$ cat config.mk
export PLATFORM = sky130hd
export DESIGN_NAME = iomd_diag_record
export DESIGN_NICKNAME = d
export VERILOG_FILES = /design/src/logic/iomd_pkg.sv /design/src/logic/iomd_us_ticker.sv /design/src/logic/iomd_diag_record.sv
export VERILOG_INCLUDE_DIRS = /design/src /design/src/logic
export SDC_FILE = /design/constraint.sdc
export NUM_CORES = 1
export LEC_CHECK = 0
export ABC_AREA = 1
export BUFFER_PORTS_ARGS = -buffer_cell sky130_fd_sc_hd__buf_2
export CORE_ASPECT_RATIO = 1.4
export CORE_MARGIN = 5
export CORE_UTILIZATION = 60
export CTS_BUF_LIST = sky130_fd_sc_hd__clkbuf_8
export CTS_CLUSTER_SIZE = 8
export DETAILED_ROUTE_END_ITERATION = 12
export GPL_TIMING_DRIVEN = 0
export PLACE_DENSITY = 0.8
export SETUP_SLACK_MARGIN = 0.02
export SLEW_MARGIN = 20
export SYNTH_ARGS = -nofsm -noshare
export SYNTH_HDL_FRONTEND = slang
export SYNTH_SLANG_ARGS = --single-unit
$ cat constraint.sdc
create_clock -name mclk_i -period 2.2 [get_ports mclk_i]
set_input_delay 0.44 -clock mclk_i [delete_from_list [all_inputs] [get_ports mclk_i]]
set_output_delay 0.44 -clock mclk_i [all_outputs]
set_load 0.05 [all_outputs]
$ cat src/logic/iomd_params.svh
// Purpose: Offsets, field positions, reset values and timing counts of the diagnostic record
// Assumes: One 40 MHz module clock
// Notes:   Definitions only; included by bare name
`ifndef IOMD_PARAMS_SVH
`define IOMD_PARAMS_SVH

// Record set numbers
`define IOMD_SET_SHORT      8'h00
`define IOMD_SET_FULL       8'h01
// Bytes visible per record set
`define IOMD_SHORT_LEN      5'h04
`define IOMD_FULL_LEN       5'h14

// Byte positions inside the record
`define IOMD_IDX_MOD_ERR    0
`define IOMD_IDX_MOD_CLASS  1
`define IOMD_IDX_RSVD       2
`define IOMD_IDX_COMM_ERR   3
`define IOMD_IDX_CH_KIND    4
`define IOMD_IDX_DIAG_BITS  5
`define IOMD_IDX_CH_COUNT   6
`define IOMD_IDX_CH_SUM     7
`define IOMD_IDX_CH_FLAGS0  8
`define IOMD_IDX_STAMP0     16

// Module error byte fields
`define IOMD_MOD_FAIL_BIT   0
`define IOMD_MOD_INT_BIT    1
`define IOMD_MOD_EXT_BIT    2
`define IOMD_MOD_CHAN_BIT   3
`define IOMD_MOD_AUX_BIT    4
`define IOMD_MOD_PARAM_BIT  7
// Communication error byte field
`define IOMD_COMM_BIT       4
// Channel error byte fields
`define IOMD_CH_PARAM_BIT   0
`define IOMD_CH_UNDER_BIT   6
`define IOMD_CH_OVER_BIT    7

// Fixed descriptor values
`define IOMD_CLASS_ANALOG   4'h5
`define IOMD_CLASS_INFO     8'h15
`define IOMD_KIND_AIN       8'h71
`define IOMD_DIAG_BITS      8'h08
`define IOMD_CH_COUNT       8'h08
`define IOMD_BYTE_ZERO      8'h00

// Ticker timing
`define IOMD_CLK_PERIOD_NS  25
`define IOMD_TICK_NS        1000
`define IOMD_TICK_CYCLES    (`IOMD_TICK_NS / `IOMD_CLK_PERIOD_NS)

`endif

$ cat src/logic/iomd_pkg.sv
// Purpose: Types shared by the diagnostic record files
// Assumes: Constants live in iomd_params.svh
// Notes:   Condition inputs travel as packed structs
package iomd_pkg;

    // Module level error conditions
    typedef struct packed {
        logic failure;      // Module failure
        logic internal;     // Internal error
        logic external;     // External error
        logic aux_missing;  // Auxiliary supply missing
        logic param_err;    // Parameterization error
        logic comm_err;     // Internal communication error
    } iomd_mod_cond_s;

    // Per channel error conditions
    typedef struct packed {
        logic param_err;    // Configuration error
        logic underflow;    // Below measuring range
        logic overflow;     // Above measuring range
    } iomd_ch_cond_s;

    // Read answer kind
    typedef enum logic [1:0] {
        IOMD_ANS_NONE,
        IOMD_ANS_DATA,
        IOMD_ANS_REFUSED
    } iomd_ans_e;

endpackage : iomd_pkg

$ cat src/logic/iomd_us_ticker.sv
// Purpose: Free running 32-bit microsecond ticker
// Assumes: 40 MHz clock, one enable pulse per microsecond
// Notes:   Wraps to zero after the maximum count
`timescale 1ns/100ps
`include "iomd_params.svh"

module iomd_us_ticker
(
    // Clock and reset
    input  wire logic        mclk_i,
    input  wire logic        reset_n_i,
    // Ticker state
    output logic [31:0]      ticks_o,
    output logic             tick_o
);

    localparam logic [5:0] DIV_LAST = 6'(`IOMD_TICK_CYCLES - 1);

    logic [5:0]  div_cnt;       // Cycles inside one microsecond
    logic        div_wrap;      // Last cycle of the microsecond
    logic [5:0]  next_div_cnt;
    logic [31:0] next_ticks;

    assign div_wrap     = (div_cnt == DIV_LAST);
    assign next_div_cnt = div_wrap ? 6'h00 : div_cnt + 6'h01;
    // Natural 32-bit rollover restarts from zero
    assign next_ticks   = ticks_o + 32'h0000_0001;

    // Divider and counter start straight from reset release
    always_ff @(posedge mclk_i or negedge reset_n_i)
    begin
        if (!reset_n_i)
        begin
            div_cnt <= 6'h00;
            ticks_o <= 32'h0000_0000;
            tick_o  <= 1'b0;
        end
        else
        begin
            div_cnt <= next_div_cnt;
            tick_o  <= div_wrap;
            if (div_wrap)
            begin
                ticks_o <= next_ticks;
            end
        end
    end

    // Count moves by one exactly once per microsecond
    tick_step_a : assert property (@(posedge mclk_i) disable iff (!reset_n_i)
        tick_o |-> (ticks_o == $past(ticks_o) + 32'h0000_0001) ##1 !tick_o [*8])
        else $error("ticker step wrong");

    // Wrap from the top back to zero
    tick_wrap_a : assert property (@(posedge mclk_i) disable iff (!reset_n_i)
        (tick_o && $past(ticks_o) == 32'hFFFF_FFFF) |-> (ticks_o == 32'h0000_0000))
        else $error("ticker did not wrap");

    // Pulses spaced by the full microsecond
    tick_space_a : assert property (@(posedge mclk_i) disable iff (!reset_n_i)
        $rose(tick_o) |=> !tick_o [*8] ##[32:32] tick_o)
        else $error("ticker spacing wrong");

endmodule : iomd_us_ticker

$ cat src/logic/iomd_diag_record.sv
// Purpose: Diagnostic record of an eight channel analog input module
// Assumes: Condition inputs come from pins or other domains; read port is on mclk_i
// Notes:   Record follows the conditions; no write path exists
`timescale 1ns/100ps
`include "iomd_params.svh"

module iomd_diag_record
(
    // Clock and reset
    input  wire logic                          mclk_i,
    input  wire logic                          reset_n_i,
    // Error conditions from the module
    input  wire iomd_pkg::iomd_mod_cond_s      mod_cond_i,
    input  wire iomd_pkg::iomd_ch_cond_s [7:0] ch_cond_i,
    // Record read request from the coupler side
    input  wire logic                          rd_req_i,
    input  wire logic [7:0]                    rd_set_i,
    input  wire logic [4:0]                    rd_index_i,
    // Record read answer
    output logic                               rd_valid_o,
    output logic                               rd_refused_o,
    output logic [7:0]                         rd_data_o,
    // Indicators
    output logic [7:0]                         ch_led_o,
    output logic                               mod_led_o
);

    // Synchroniser stages for the condition pins
    iomd_pkg::iomd_mod_cond_s      mod_meta;    // First stage, read only by second
    iomd_pkg::iomd_mod_cond_s      mod_sync;    // Safe module conditions
    iomd_pkg::iomd_ch_cond_s [7:0] ch_meta;     // First stage, read only by second
    iomd_pkg::iomd_ch_cond_s [7:0] ch_sync;     // Safe channel conditions

    // Record contents held in flops
    logic [7:0]  mod_err;                       // Module error byte
    logic [7:0]  comm_err;                      // Communication error byte
    logic [7:0]  ch_flags [0:7];                // Per channel error bytes
    logic [31:0] stamp;                         // Ticker value at last event

    // Next values of the record
    logic [7:0]  next_mod_err;
    logic [7:0]  next_comm_err;
    logic [7:0]  next_ch_flags [0:7];
    logic [7:0]  next_summary;
    logic [7:0]  summary;                       // Per channel error summary

    // Event detection and ticker
    logic        diag_event;                    // Some flag about to rise
    logic [31:0] ticks;                         // Current microsecond count
    logic [31:0] event_rise;                    // Rising flags of module, comm and summary bytes

    // Read decode
    logic [7:0]  rec_byte [0:19];               // Record as bytes
    logic        set_short;
    logic        set_full;
    logic        idx_ok;
    logic [7:0]  sel_byte;
    iomd_pkg::iomd_ans_e ans_kind;

    // Microsecond ticker, running from reset release
    iomd_us_ticker u_ticker
    (
        .mclk_i    (mclk_i),
        .reset_n_i (reset_n_i),
        .ticks_o   (ticks),
        .tick_o    ()
    );

    // Two flops on every condition pin before any logic looks at it
    always_ff @(posedge mclk_i or negedge reset_n_i)
    begin
        if (!reset_n_i)
        begin
            mod_meta <= '0;
            mod_sync <= '0;
            ch_meta  <= '0;
            ch_sync  <= '0;
        end
        else
        begin
            mod_meta <= mod_cond_i;
            mod_sync <= mod_meta;
            ch_meta  <= ch_cond_i;
            ch_sync  <= ch_meta;
        end
    end

    // Per channel byte and summary bit, one copy per channel
    genvar ch;
    generate
        for (ch = 0; ch < 8; ch++)
        begin : g_chan
            // Reserved bits 5..1 stay zero
            assign next_ch_flags[ch] = {ch_sync[ch].overflow,
                                        ch_sync[ch].underflow,
                                        5'h00,
                                        ch_sync[ch].param_err};
            // Any flag in the channel byte marks the channel
            assign next_summary[ch]  = |next_ch_flags[ch];
            assign summary[ch]       = |ch_flags[ch];
            assign rec_byte[`IOMD_IDX_CH_FLAGS0 + ch] = ch_flags[ch];
        end
    endgenerate

    // Module error byte, bits 6..5 reserved
    assign next_mod_err = {mod_sync.param_err,
                           2'h0,
                           mod_sync.aux_missing,
                           |next_summary,
                           mod_sync.external,
                           mod_sync.internal,
                           mod_sync.failure};
    // Communication byte, only bit 4 is live
    assign next_comm_err = {3'h0, mod_sync.comm_err, 4'h0};

    // A diagnostic event is any module, communication or summary flag going from clear to set
    assign event_rise = {next_mod_err & ~mod_err,
                         next_comm_err & ~comm_err,
                         next_summary & ~summary,
                         8'h00};
    assign diag_event = |event_rise;

    // Record follows the conditions each cycle, so a flag drops once
    // its cause is gone; this trades history for an always current view
    always_ff @(posedge mclk_i or negedge reset_n_i)
    begin
        if (!reset_n_i)
        begin
            mod_err  <= `IOMD_BYTE_ZERO;
            comm_err <= `IOMD_BYTE_ZERO;
        end
        else
        begin
            mod_err  <= next_mod_err;
            comm_err <= next_comm_err;
        end
    end

    // Channel bytes, same update policy
    always_ff @(posedge mclk_i or negedge reset_n_i)
    begin
        if (!reset_n_i)
        begin
            for (int i = 0; i < 8; i++)
            begin
                ch_flags[i] <= `IOMD_BYTE_ZERO;
            end
        end
        else
        begin
            for (int i = 0; i < 8; i++)
            begin
                ch_flags[i] <= next_ch_flags[i];
            end
        end
    end

    // Timestamp taken in the cycle the record gains a module, communication or summary flag
    always_ff @(posedge mclk_i or negedge reset_n_i)
    begin
        if (!reset_n_i)
        begin
            stamp <= 32'h0000_0000;
        end
        else if (diag_event)
        begin
            stamp <= ticks;
        end
    end

    // Channel indicators mirror the summary byte, module indicator the module byte less bit 3; lit with the flag
    always_ff @(posedge mclk_i or negedge reset_n_i)
    begin
        if (!reset_n_i)
        begin
            ch_led_o  <= 8'h00;
            mod_led_o <= 1'b0;
        end
        else
        begin
            ch_led_o  <= next_summary;
            mod_led_o <= |(next_mod_err & 8'h97);
        end
    end

    // Record laid out as bytes; fixed descriptors are constants
    assign rec_byte[`IOMD_IDX_MOD_ERR]   = mod_err;
    assign rec_byte[`IOMD_IDX_MOD_CLASS] = `IOMD_CLASS_INFO;
    assign rec_byte[`IOMD_IDX_RSVD]      = `IOMD_BYTE_ZERO;
    assign rec_byte[`IOMD_IDX_COMM_ERR]  = comm_err;
    assign rec_byte[`IOMD_IDX_CH_KIND]   = `IOMD_KIND_AIN;
    assign rec_byte[`IOMD_IDX_DIAG_BITS] = `IOMD_DIAG_BITS;
    assign rec_byte[`IOMD_IDX_CH_COUNT]  = `IOMD_CH_COUNT;
    assign rec_byte[`IOMD_IDX_CH_SUM]    = summary;
    // Timestamp, low byte first
    assign rec_byte[`IOMD_IDX_STAMP0]     = stamp[7:0];
    assign rec_byte[`IOMD_IDX_STAMP0 + 1] = stamp[15:8];
    assign rec_byte[`IOMD_IDX_STAMP0 + 2] = stamp[23:16];
    assign rec_byte[`IOMD_IDX_STAMP0 + 3] = stamp[31:24];

    // Record set decode: short set sees only the first four bytes
    assign set_short = (rd_set_i == `IOMD_SET_SHORT);
    assign set_full  = (rd_set_i == `IOMD_SET_FULL);
    assign idx_ok    = (set_short && rd_index_i < `IOMD_SHORT_LEN)
                    || (set_full && rd_index_i < `IOMD_FULL_LEN);
    assign sel_byte  = idx_ok ? rec_byte[rd_index_i] : `IOMD_BYTE_ZERO;
    assign ans_kind  = !rd_req_i ? iomd_pkg::IOMD_ANS_NONE
                     : idx_ok    ? iomd_pkg::IOMD_ANS_DATA
                     :             iomd_pkg::IOMD_ANS_REFUSED;

    // Answer one cycle after the request; there is no write port at all
    always_ff @(posedge mclk_i or negedge reset_n_i)
    begin
        if (!reset_n_i)
        begin
            rd_valid_o   <= 1'b0;
            rd_refused_o <= 1'b0;
            rd_data_o    <= 8'h00;
        end
        else
        begin
            case (ans_kind)
                iomd_pkg::IOMD_ANS_DATA:
                begin
                    rd_valid_o   <= 1'b1;
                    rd_refused_o <= 1'b0;
                    rd_data_o    <= sel_byte;
                end
                iomd_pkg::IOMD_ANS_REFUSED:
                begin
                    rd_valid_o   <= 1'b0;
                    rd_refused_o <= 1'b1;
                    rd_data_o    <= 8'h00;
                end
                default:
                begin
                    rd_valid_o   <= 1'b0;
                    rd_refused_o <= 1'b0;
                    rd_data_o    <= rd_data_o;
                end
            endcase
        end
    end

    // Helper: cycles since reset release, so $past reaches valid history
    logic [1:0] warm;
    always_ff @(posedge mclk_i or negedge reset_n_i)
    begin
        if (!reset_n_i)
        begin
            warm <= 2'h0;
        end
        else if (warm != 2'h3)
        begin
            warm <= warm + 2'h1;
        end
    end

    // Module flags follow pins three edges later
    mod_flags_a : assert property (@(posedge mclk_i) disable iff (!reset_n_i)
        (warm == 2'h3) |-> (mod_err[2:0] == {$past(mod_cond_i.external, 3),
                                             $past(mod_cond_i.internal, 3),
                                             $past(mod_cond_i.failure, 3)}))
        else $error("module error bits 2..0 wrong");

    // Channel flag agrees with the summary byte
    chan_flag_a : assert property (@(posedge mclk_i) disable iff (!reset_n_i)
        mod_err[3] == (summary != 8'h00))
        else $error("channel flag disagrees with summary");

    // Aux supply bit and parameter bit with reserved zeros
    aux_param_a : assert property (@(posedge mclk_i) disable iff (!reset_n_i)
        (warm == 2'h3) |-> (mod_err[7] == $past(mod_cond_i.param_err, 3))
                        && (mod_err[4] == $past(mod_cond_i.aux_missing, 3))
                        && (mod_err[6:5] == 2'h0))
        else $error("module error bits 7..4 wrong");

    // Communication byte carries only bit 4
    comm_flag_a : assert property (@(posedge mclk_i) disable iff (!reset_n_i)
        (warm == 2'h3) |-> (comm_err == {3'h0, $past(mod_cond_i.comm_err, 3), 4'h0}))
        else $error("communication byte wrong");

    // Range flags of channel 0 track its pins
    range_flags_a : assert property (@(posedge mclk_i) disable iff (!reset_n_i)
        (warm == 2'h3) |-> (ch_flags[0] == {$past(ch_cond_i[0].overflow, 3),
                                            $past(ch_cond_i[0].underflow, 3),
                                            5'h00,
                                            $past(ch_cond_i[0].param_err, 3)}))
        else $error("channel 0 byte wrong");

    // Indicator lit together with the summary bit
    chan_led_a : assert property (@(posedge mclk_i) disable iff (!reset_n_i)
        ch_led_o == summary)
        else $error("channel indicator out of step");

    // Timestamp holds the ticker of the event cycle
    stamp_take_a : assert property (@(posedge mclk_i) disable iff (!reset_n_i)
        diag_event |=> (stamp == $past(ticks)))
        else $error("timestamp not captured");

    // Short set refuses bytes past the fourth
    short_set_a : assert property (@(posedge mclk_i) disable iff (!reset_n_i)
        (rd_req_i && rd_set_i == 8'h00 && rd_index_i >= 5'h04)
            |=> (rd_refused_o && !rd_valid_o))
        else $error("short record set not refused");

    // Fixed descriptor answered on the full set
    descr_read_a : assert property (@(posedge mclk_i) disable iff (!reset_n_i)
        (rd_req_i && rd_set_i == 8'h01 && rd_index_i == 5'h05)
            |=> (rd_valid_o && rd_data_o == 8'h08))
        else $error("diagnostic bit count wrong");

    // Unknown record sets get a refusal with a zero byte
    set_refuse_a : assert property (@(posedge mclk_i) disable iff (!reset_n_i)
        (rd_req_i && rd_set_i > 8'h01)
            |=> (rd_refused_o && !rd_valid_o && rd_data_o == 8'h00))
        else $error("unknown record set not refused");

    // Timestamp only moves on a diagnostic event
    stamp_hold_a : assert property (@(posedge mclk_i) disable iff (!reset_n_i)
        !diag_event |=> $stable(stamp))
        else $error("timestamp moved without event");

endmodule : iomd_diag_record

* After elaboration in Yosys (flattened, before gate mapping) *
Index checks and enable logic that the tools add are counted.

storage, ports and cells
  register bits = 180
  bits of input ports = 46
  word-level logic and storage cells = 128

operators by class
  add/subtract/negate cells = 2
  magnitude comparators = 3
  eq/ne operators = 4
  multiplexer cells = 10
  bitwise logic cells = 7
  reductions and logical operators = 24

operators by type and width
  cell                     number
  $reduce_or A24 Y1        2
  $reduce_or A3 Y1         16
  $bmux W8 S5              1
  $add A32 B1 Y32 const B  1
  $mux W8                  3
  $and A8 B8 Y8            2
  $not A8 Y8               2
  $pmux W8 S2              1
  $and A5 B8 Y8            1
  $eq A8 B1 Y1 const B     1
  $logic_not A8 Y1         1
  $not A5 Y8               1
  $add A6 B1 Y6 const B    1
  $eq A6 B6 Y1 const B     1
  $ge A6 B6 Y1 const B     1
  $mux W6                  1
  $not A5 Y6               1
  $lt A5 B3 Y1 const B     1
  $lt A5 B5 Y1 const B     1
  $reduce_or A5 Y1         1
  $mux W2                  2
  $eq A2 B1 Y1 const B     1
  $eq A2 B2 Y1 const B     1
  $logic_and A1 B1 Y1      2
  3 further kinds          4

* Logic depth before layout (Yosys ltp) *
  word-level depth = 7
  mapped depth = 12
  depth with buffers taken out = 11

* By module *
Synthesis repeated with hierarchy kept, for this count alone.

second synthesis, totals
  cell total of the unflattened synthesis = 808
  area total of the unflattened synthesis = 7558.5 µm²

by module, submodules not included
  module            times used  cells an instance  area each (µm²)
  iomd_diag_record  1           547                5474.0
  iomd_us_ticker    1           261                2084.5

* Worst setup path after synthesis *
OpenSTA, ideal clock, no wires.

  kind = reg2reg
  start = register u_ticker.div_cnt[0]
  end = register u_ticker.ticks_o[13]
  library setup time = 122 ps
  arrival time = 1471 ps
  data required time = 2078 ps
  path slack = 607 ps
  cell stages (with the launch flop) = 10
  period minus slack after synthesis = 1593 ps
  cells stage by stage = dfrtp_1 ha_1 nand2_1 nor2_2 nand3_4 nor2_4 nand3_4 nor2_2 nand2_1 xor2_1

between the ends
  word-level cells in the longest chain between the ends = 1

RTL lines
  element                 line                  text
  start, declared         iomd_us_ticker.sv:19  logic [5:0] div_cnt;
  start signal, assigned  iomd_us_ticker.sv:40  div_cnt <= next_div_cnt;
  $eq A6 B6 Y1            iomd_us_ticker.sv:24  assign div_wrap = (div_cnt == DIV_LAST);
  end signal, assigned    iomd_us_ticker.sv:44  ticks_o <= next_ticks;
  end, declared           iomd_us_ticker.sv:13  output logic [31:0] ticks_o,

No other way between the ends.
A chain may end at the register's enable or synchronous reset.

* Worst setup path in the final report *
  start = register ch_sync[1] (netlist bit)
  end = register stamp[25]

between the ends
  word-level cells in the longest chain between the ends = 3
  elaborated cells between the ends (all ways) = 5
  classes of those cells = 2 x bitwise; 3 x reduce/logical

RTL lines
  element                                                       line                                              text
  start, declared                                               iomd_diag_record.sv:32                            iomd_pkg::iomd_ch_cond_s [7:0] ch_sync;
  start signal, assigned                                        iomd_diag_record.sv:84                            ch_sync <= ch_meta;
  $reduce_or A24 Y1 / $reduce_or A3 Y1 (equally long branches)  iomd_diag_record.sv:109, iomd_diag_record.sv:99
  $and A8 B8 Y8, on equally long branches                       iomd_diag_record.sv:117, iomd_diag_record.sv:119
  $reduce_or A24 Y1 *                                           iomd_diag_record.sv:121                           assign diag_event = |event_rise;
  end signal, assigned                                          iomd_diag_record.sv:167                           stamp <= ticks;
  end, declared                                                 iomd_diag_record.sv:38                            logic [31:0] stamp;

Every way passes the cells marked *; elsewhere a longest branch is shown, timed or not.

==> metrics <==
status finished clean; Non-Filler Instances about 1000; syn_nets approximately 830; Setup WS pre-CTS around 0.29 ns; Mean Syn Cell Area approximately 9.4 µm²; Clock Latency Late Sink roughly 0.45 ns; hold_sp ch_cond_i[21]; Synthesis Warnings 0; WP data arrival 2.32 ns; predominant post-synthesis flop cell dfrtp_1; Max VDD drop approximately 0.00051 V; PwrDens 724 nW/µm²; filler instances a little over 900; Detailed Place HPWL about 12 mm; Power Total between 0.005 and 0.006 W; fin. max-slew vios 0; Setup WS post-layout 0.229 ns; largest net degree at the start of global routing 94; Hold Crit Depth 1; RSZ-0062 raised after global routing no; Max transition margin between 50 and 60%; CP Launch Type flop; final worst-path cycle share 89.6%; H-Tree Level Count 4; worst path required time 2.55 ns; Final Hold Viols 0; worst reg2reg setup slack 0.23 ns; total grt overflow 0; r2r endpoint stamp[25]; Reg clk slew, reported paths approximately 0.1 ns; Worst Tran Pin Value roughly 0.63 ns; clock buffer depth 2; number of diodes 0; Initial DRC Count 367; antenna viol nets, final 0; DRC 0; Final Net Count a little over 900; via count around 5500; crit path capture type flop; Area after DPL between 7000 and 8000 µm²; Layout Area Growth over Synthesis 12.8%; die width roughly 100 µm; Post-CTS Setup Bufs 0; WHS around 0.089 ns; sequential fraction of the synthesis area about three fifths; GRT Util Overall around a quarter; Lkg Pwr roughly 4.1 nW; # setup viols final 0; Root Buffer clkbuf_8; R2R cell count 7; core area 11900 µm²; ys async rst share 100%; Worst Hold Class in -> reg; vias in the first global route about 5700; post-route design area about 8300 µm²; Hold EP ch_meta[21]; die footprint approximately 15000 µm²; Cells after Synth ~800; drt total wl 15.7 mm; Die Ht between 100 and 150 µm; Starting Density about three fifths; fmax between 500 and 600 MHz; #FFs+latches synth 180; CP Class reg -> reg; Placer Congestion approximately 0.94; initial antenna violation count 0; crit-path max FO 10; MaxCap Viol Count 0; clk_skew between 0.01 and 0.015 ns; Mapped Area about 7300 µm²; # port buffers 62; num ports 65; Sink Count 180; Final Critical Period between 1.5 and 2 ns; dpl cells between 900 and 1000; layout cells sized above 1 14.4%; first-pass GRT wire length roughly 27 mm; wire per inst between 15 and 20 µm; Initial DRT Pass Iterations 5; vias per cell between 5 and 6; CTS buffer count 17; post-synth cell types 31; worst r2r src ch_sync[1]; CTS tree done; Post-synth EDFFs 0; Rows 47
==> layer usage <==
metal  vias up  track usage (%)  routed length [µm]
met5         -                0                   0
met4         0             9.00                 471
met3        36             5.39                 832
met2       192             40.8                8400
met1      2604             27.7                6010
li1       2683                -                   -
==> Yosys cell counts, types with 2 or more instances <==
library cell | count | area [µm²]
nand2_1 | 233 | 875
dfrtp_1 | 180 | 4500
nor2_1 | 70 | 263
inv_1 | 67 | 251
nand3_1 | 41 | 205
nand4_1 | 40 | 250
o21ai_0 | 29 | 145
nor3_1 | 19 | 95.1
xor2_1 | 18 | 158
buf_2 | 15 | 75.1
a21oi_1 | 11 | 55.1
xnor2_1 | 9 | 78.8
a22oi_1 | 7 | 52.6
clkbuf_1 | 6 | 22.5
nor2_4 | 4 | 45.0
o22ai_1 | 4 | 25.0
nand3_4 | 3 | 52.6
nor2_2 | 3 | 18.8
a31oi_1 | 2 | 12.5
and3_1 | 2 | 12.5
clkinv_1 | 2 | 7.51
ha_1 | 2 | 25.0
inv_2 | 2 | 7.51
nor4_1 | 2 | 12.5
o211ai_1 | 2 | 15.0
==> layout make-up <==
type	count	area (µm²)	share of cell area (%)
clock inverters	15	165	2.00
multi-input cells	507	2460	29.8
clock buffers	17	234	2.83
flip-flops and latches	180	4500	54.4
inverters	71	267	3.22
repair buffers	64	358	4.32
well taps	147	184	2.22
plain buffers	21	97.6	1.18
==> repair_timing <==
| action | 4_1_cts | 5_1_grt |
|---|---|---|
| gates resized for setup | 0 | 0 |
| hold endpoints to repair | 70 | 0 |
| hold buffers | 1 | 0 |
==> registers in the layout (all words and copies together) (netlist names), 8 cells and up <==
name and cells:
u_ticker.ticks_o 32, ch_meta 24, stamp 32, ch_flags 24
ch_led_o 8, rd_data_o 8, ch_sync 24
==> through the flow <==
| stage | TNS [ns] | util (%) |
|---|---|---|
| after floorplan | 0 | - |
| after global routing | 0 | 69.7 |
| after detailed placement | 0 | 66.2 |
| final | 0 | 69.7 |
| after CTS | 0 | 69.7 |
| after global placement | -320.14 | 65.9 |
==> worst max path at each step <==
stage,startpoint,to,slack (ns)
2_1_floorplan,u_ticker.div_cnt[0],u_ticker.ticks_o[13],0.61
3_3_place_gp,reset_n_i,u_ticker.ticks_o[11],-1.79
3_5_place_dp,rd_index_i[1],rd_data_o[7],0.29
4_1_cts,ch_sync[3],stamp[20],0.26
5_1_grt,ch_sync[1],stamp[16],0.05
6_report,ch_sync[1],stamp[25],0.23
==> layout by cell type, fill, tap and decap left out, drive strengths merged <==
cell	count
nor3	20
clkinvlp	3
nor3b	1
o22ai	4
dfrtp	180
xor2	18
o21ai	29
bufinv	1
buf	78
ha	2
o2111ai	1
dlygate4sd3	1
nor2	78
clkinv	6
inv	76
nor4	2
a21oi	11
xnor2	9
and3	2
a22oi	7
nand4	40
clkbuf	23
a31oi	2
o211ai	2
nand2	234
nand3	45
==> worst max-delay path: stages, from the launching register on <==
cell and delay, ns:
dfrtp_1 0.41, nor3_1 0.36, nor2_1 0.12, nor3_4 0.37, nand3_2 0.22, buf_2 0.24
nand2_1 0.09, nand2_1 0.05
==> cell families (layout without fill, tap and decap cells) <==
family | after synthesis | in the layout | synth area share [%]
adders and majority gates | 2 | 2 | 0.341
DFF | 180 | 180 | 61.4
AOI/OAI and AO/OA | 56 | 56 | 4.28
buffers and inverters | 92 | 188 | 4.97
xor gates and xnor gates | 27 | 27 | 3.22
and+or+nand+nor | 422 | 422 | 25.8
==> power by group <==
group	internal [W]	total (W)	switching [W]
clock	0.000948	0.00219	0.00124
sequential	0.00340	0.00344	0.0000462
combinational	0.000104	0.000361	0.000257
Note: power is estimated with default switching activity, not from simulation.
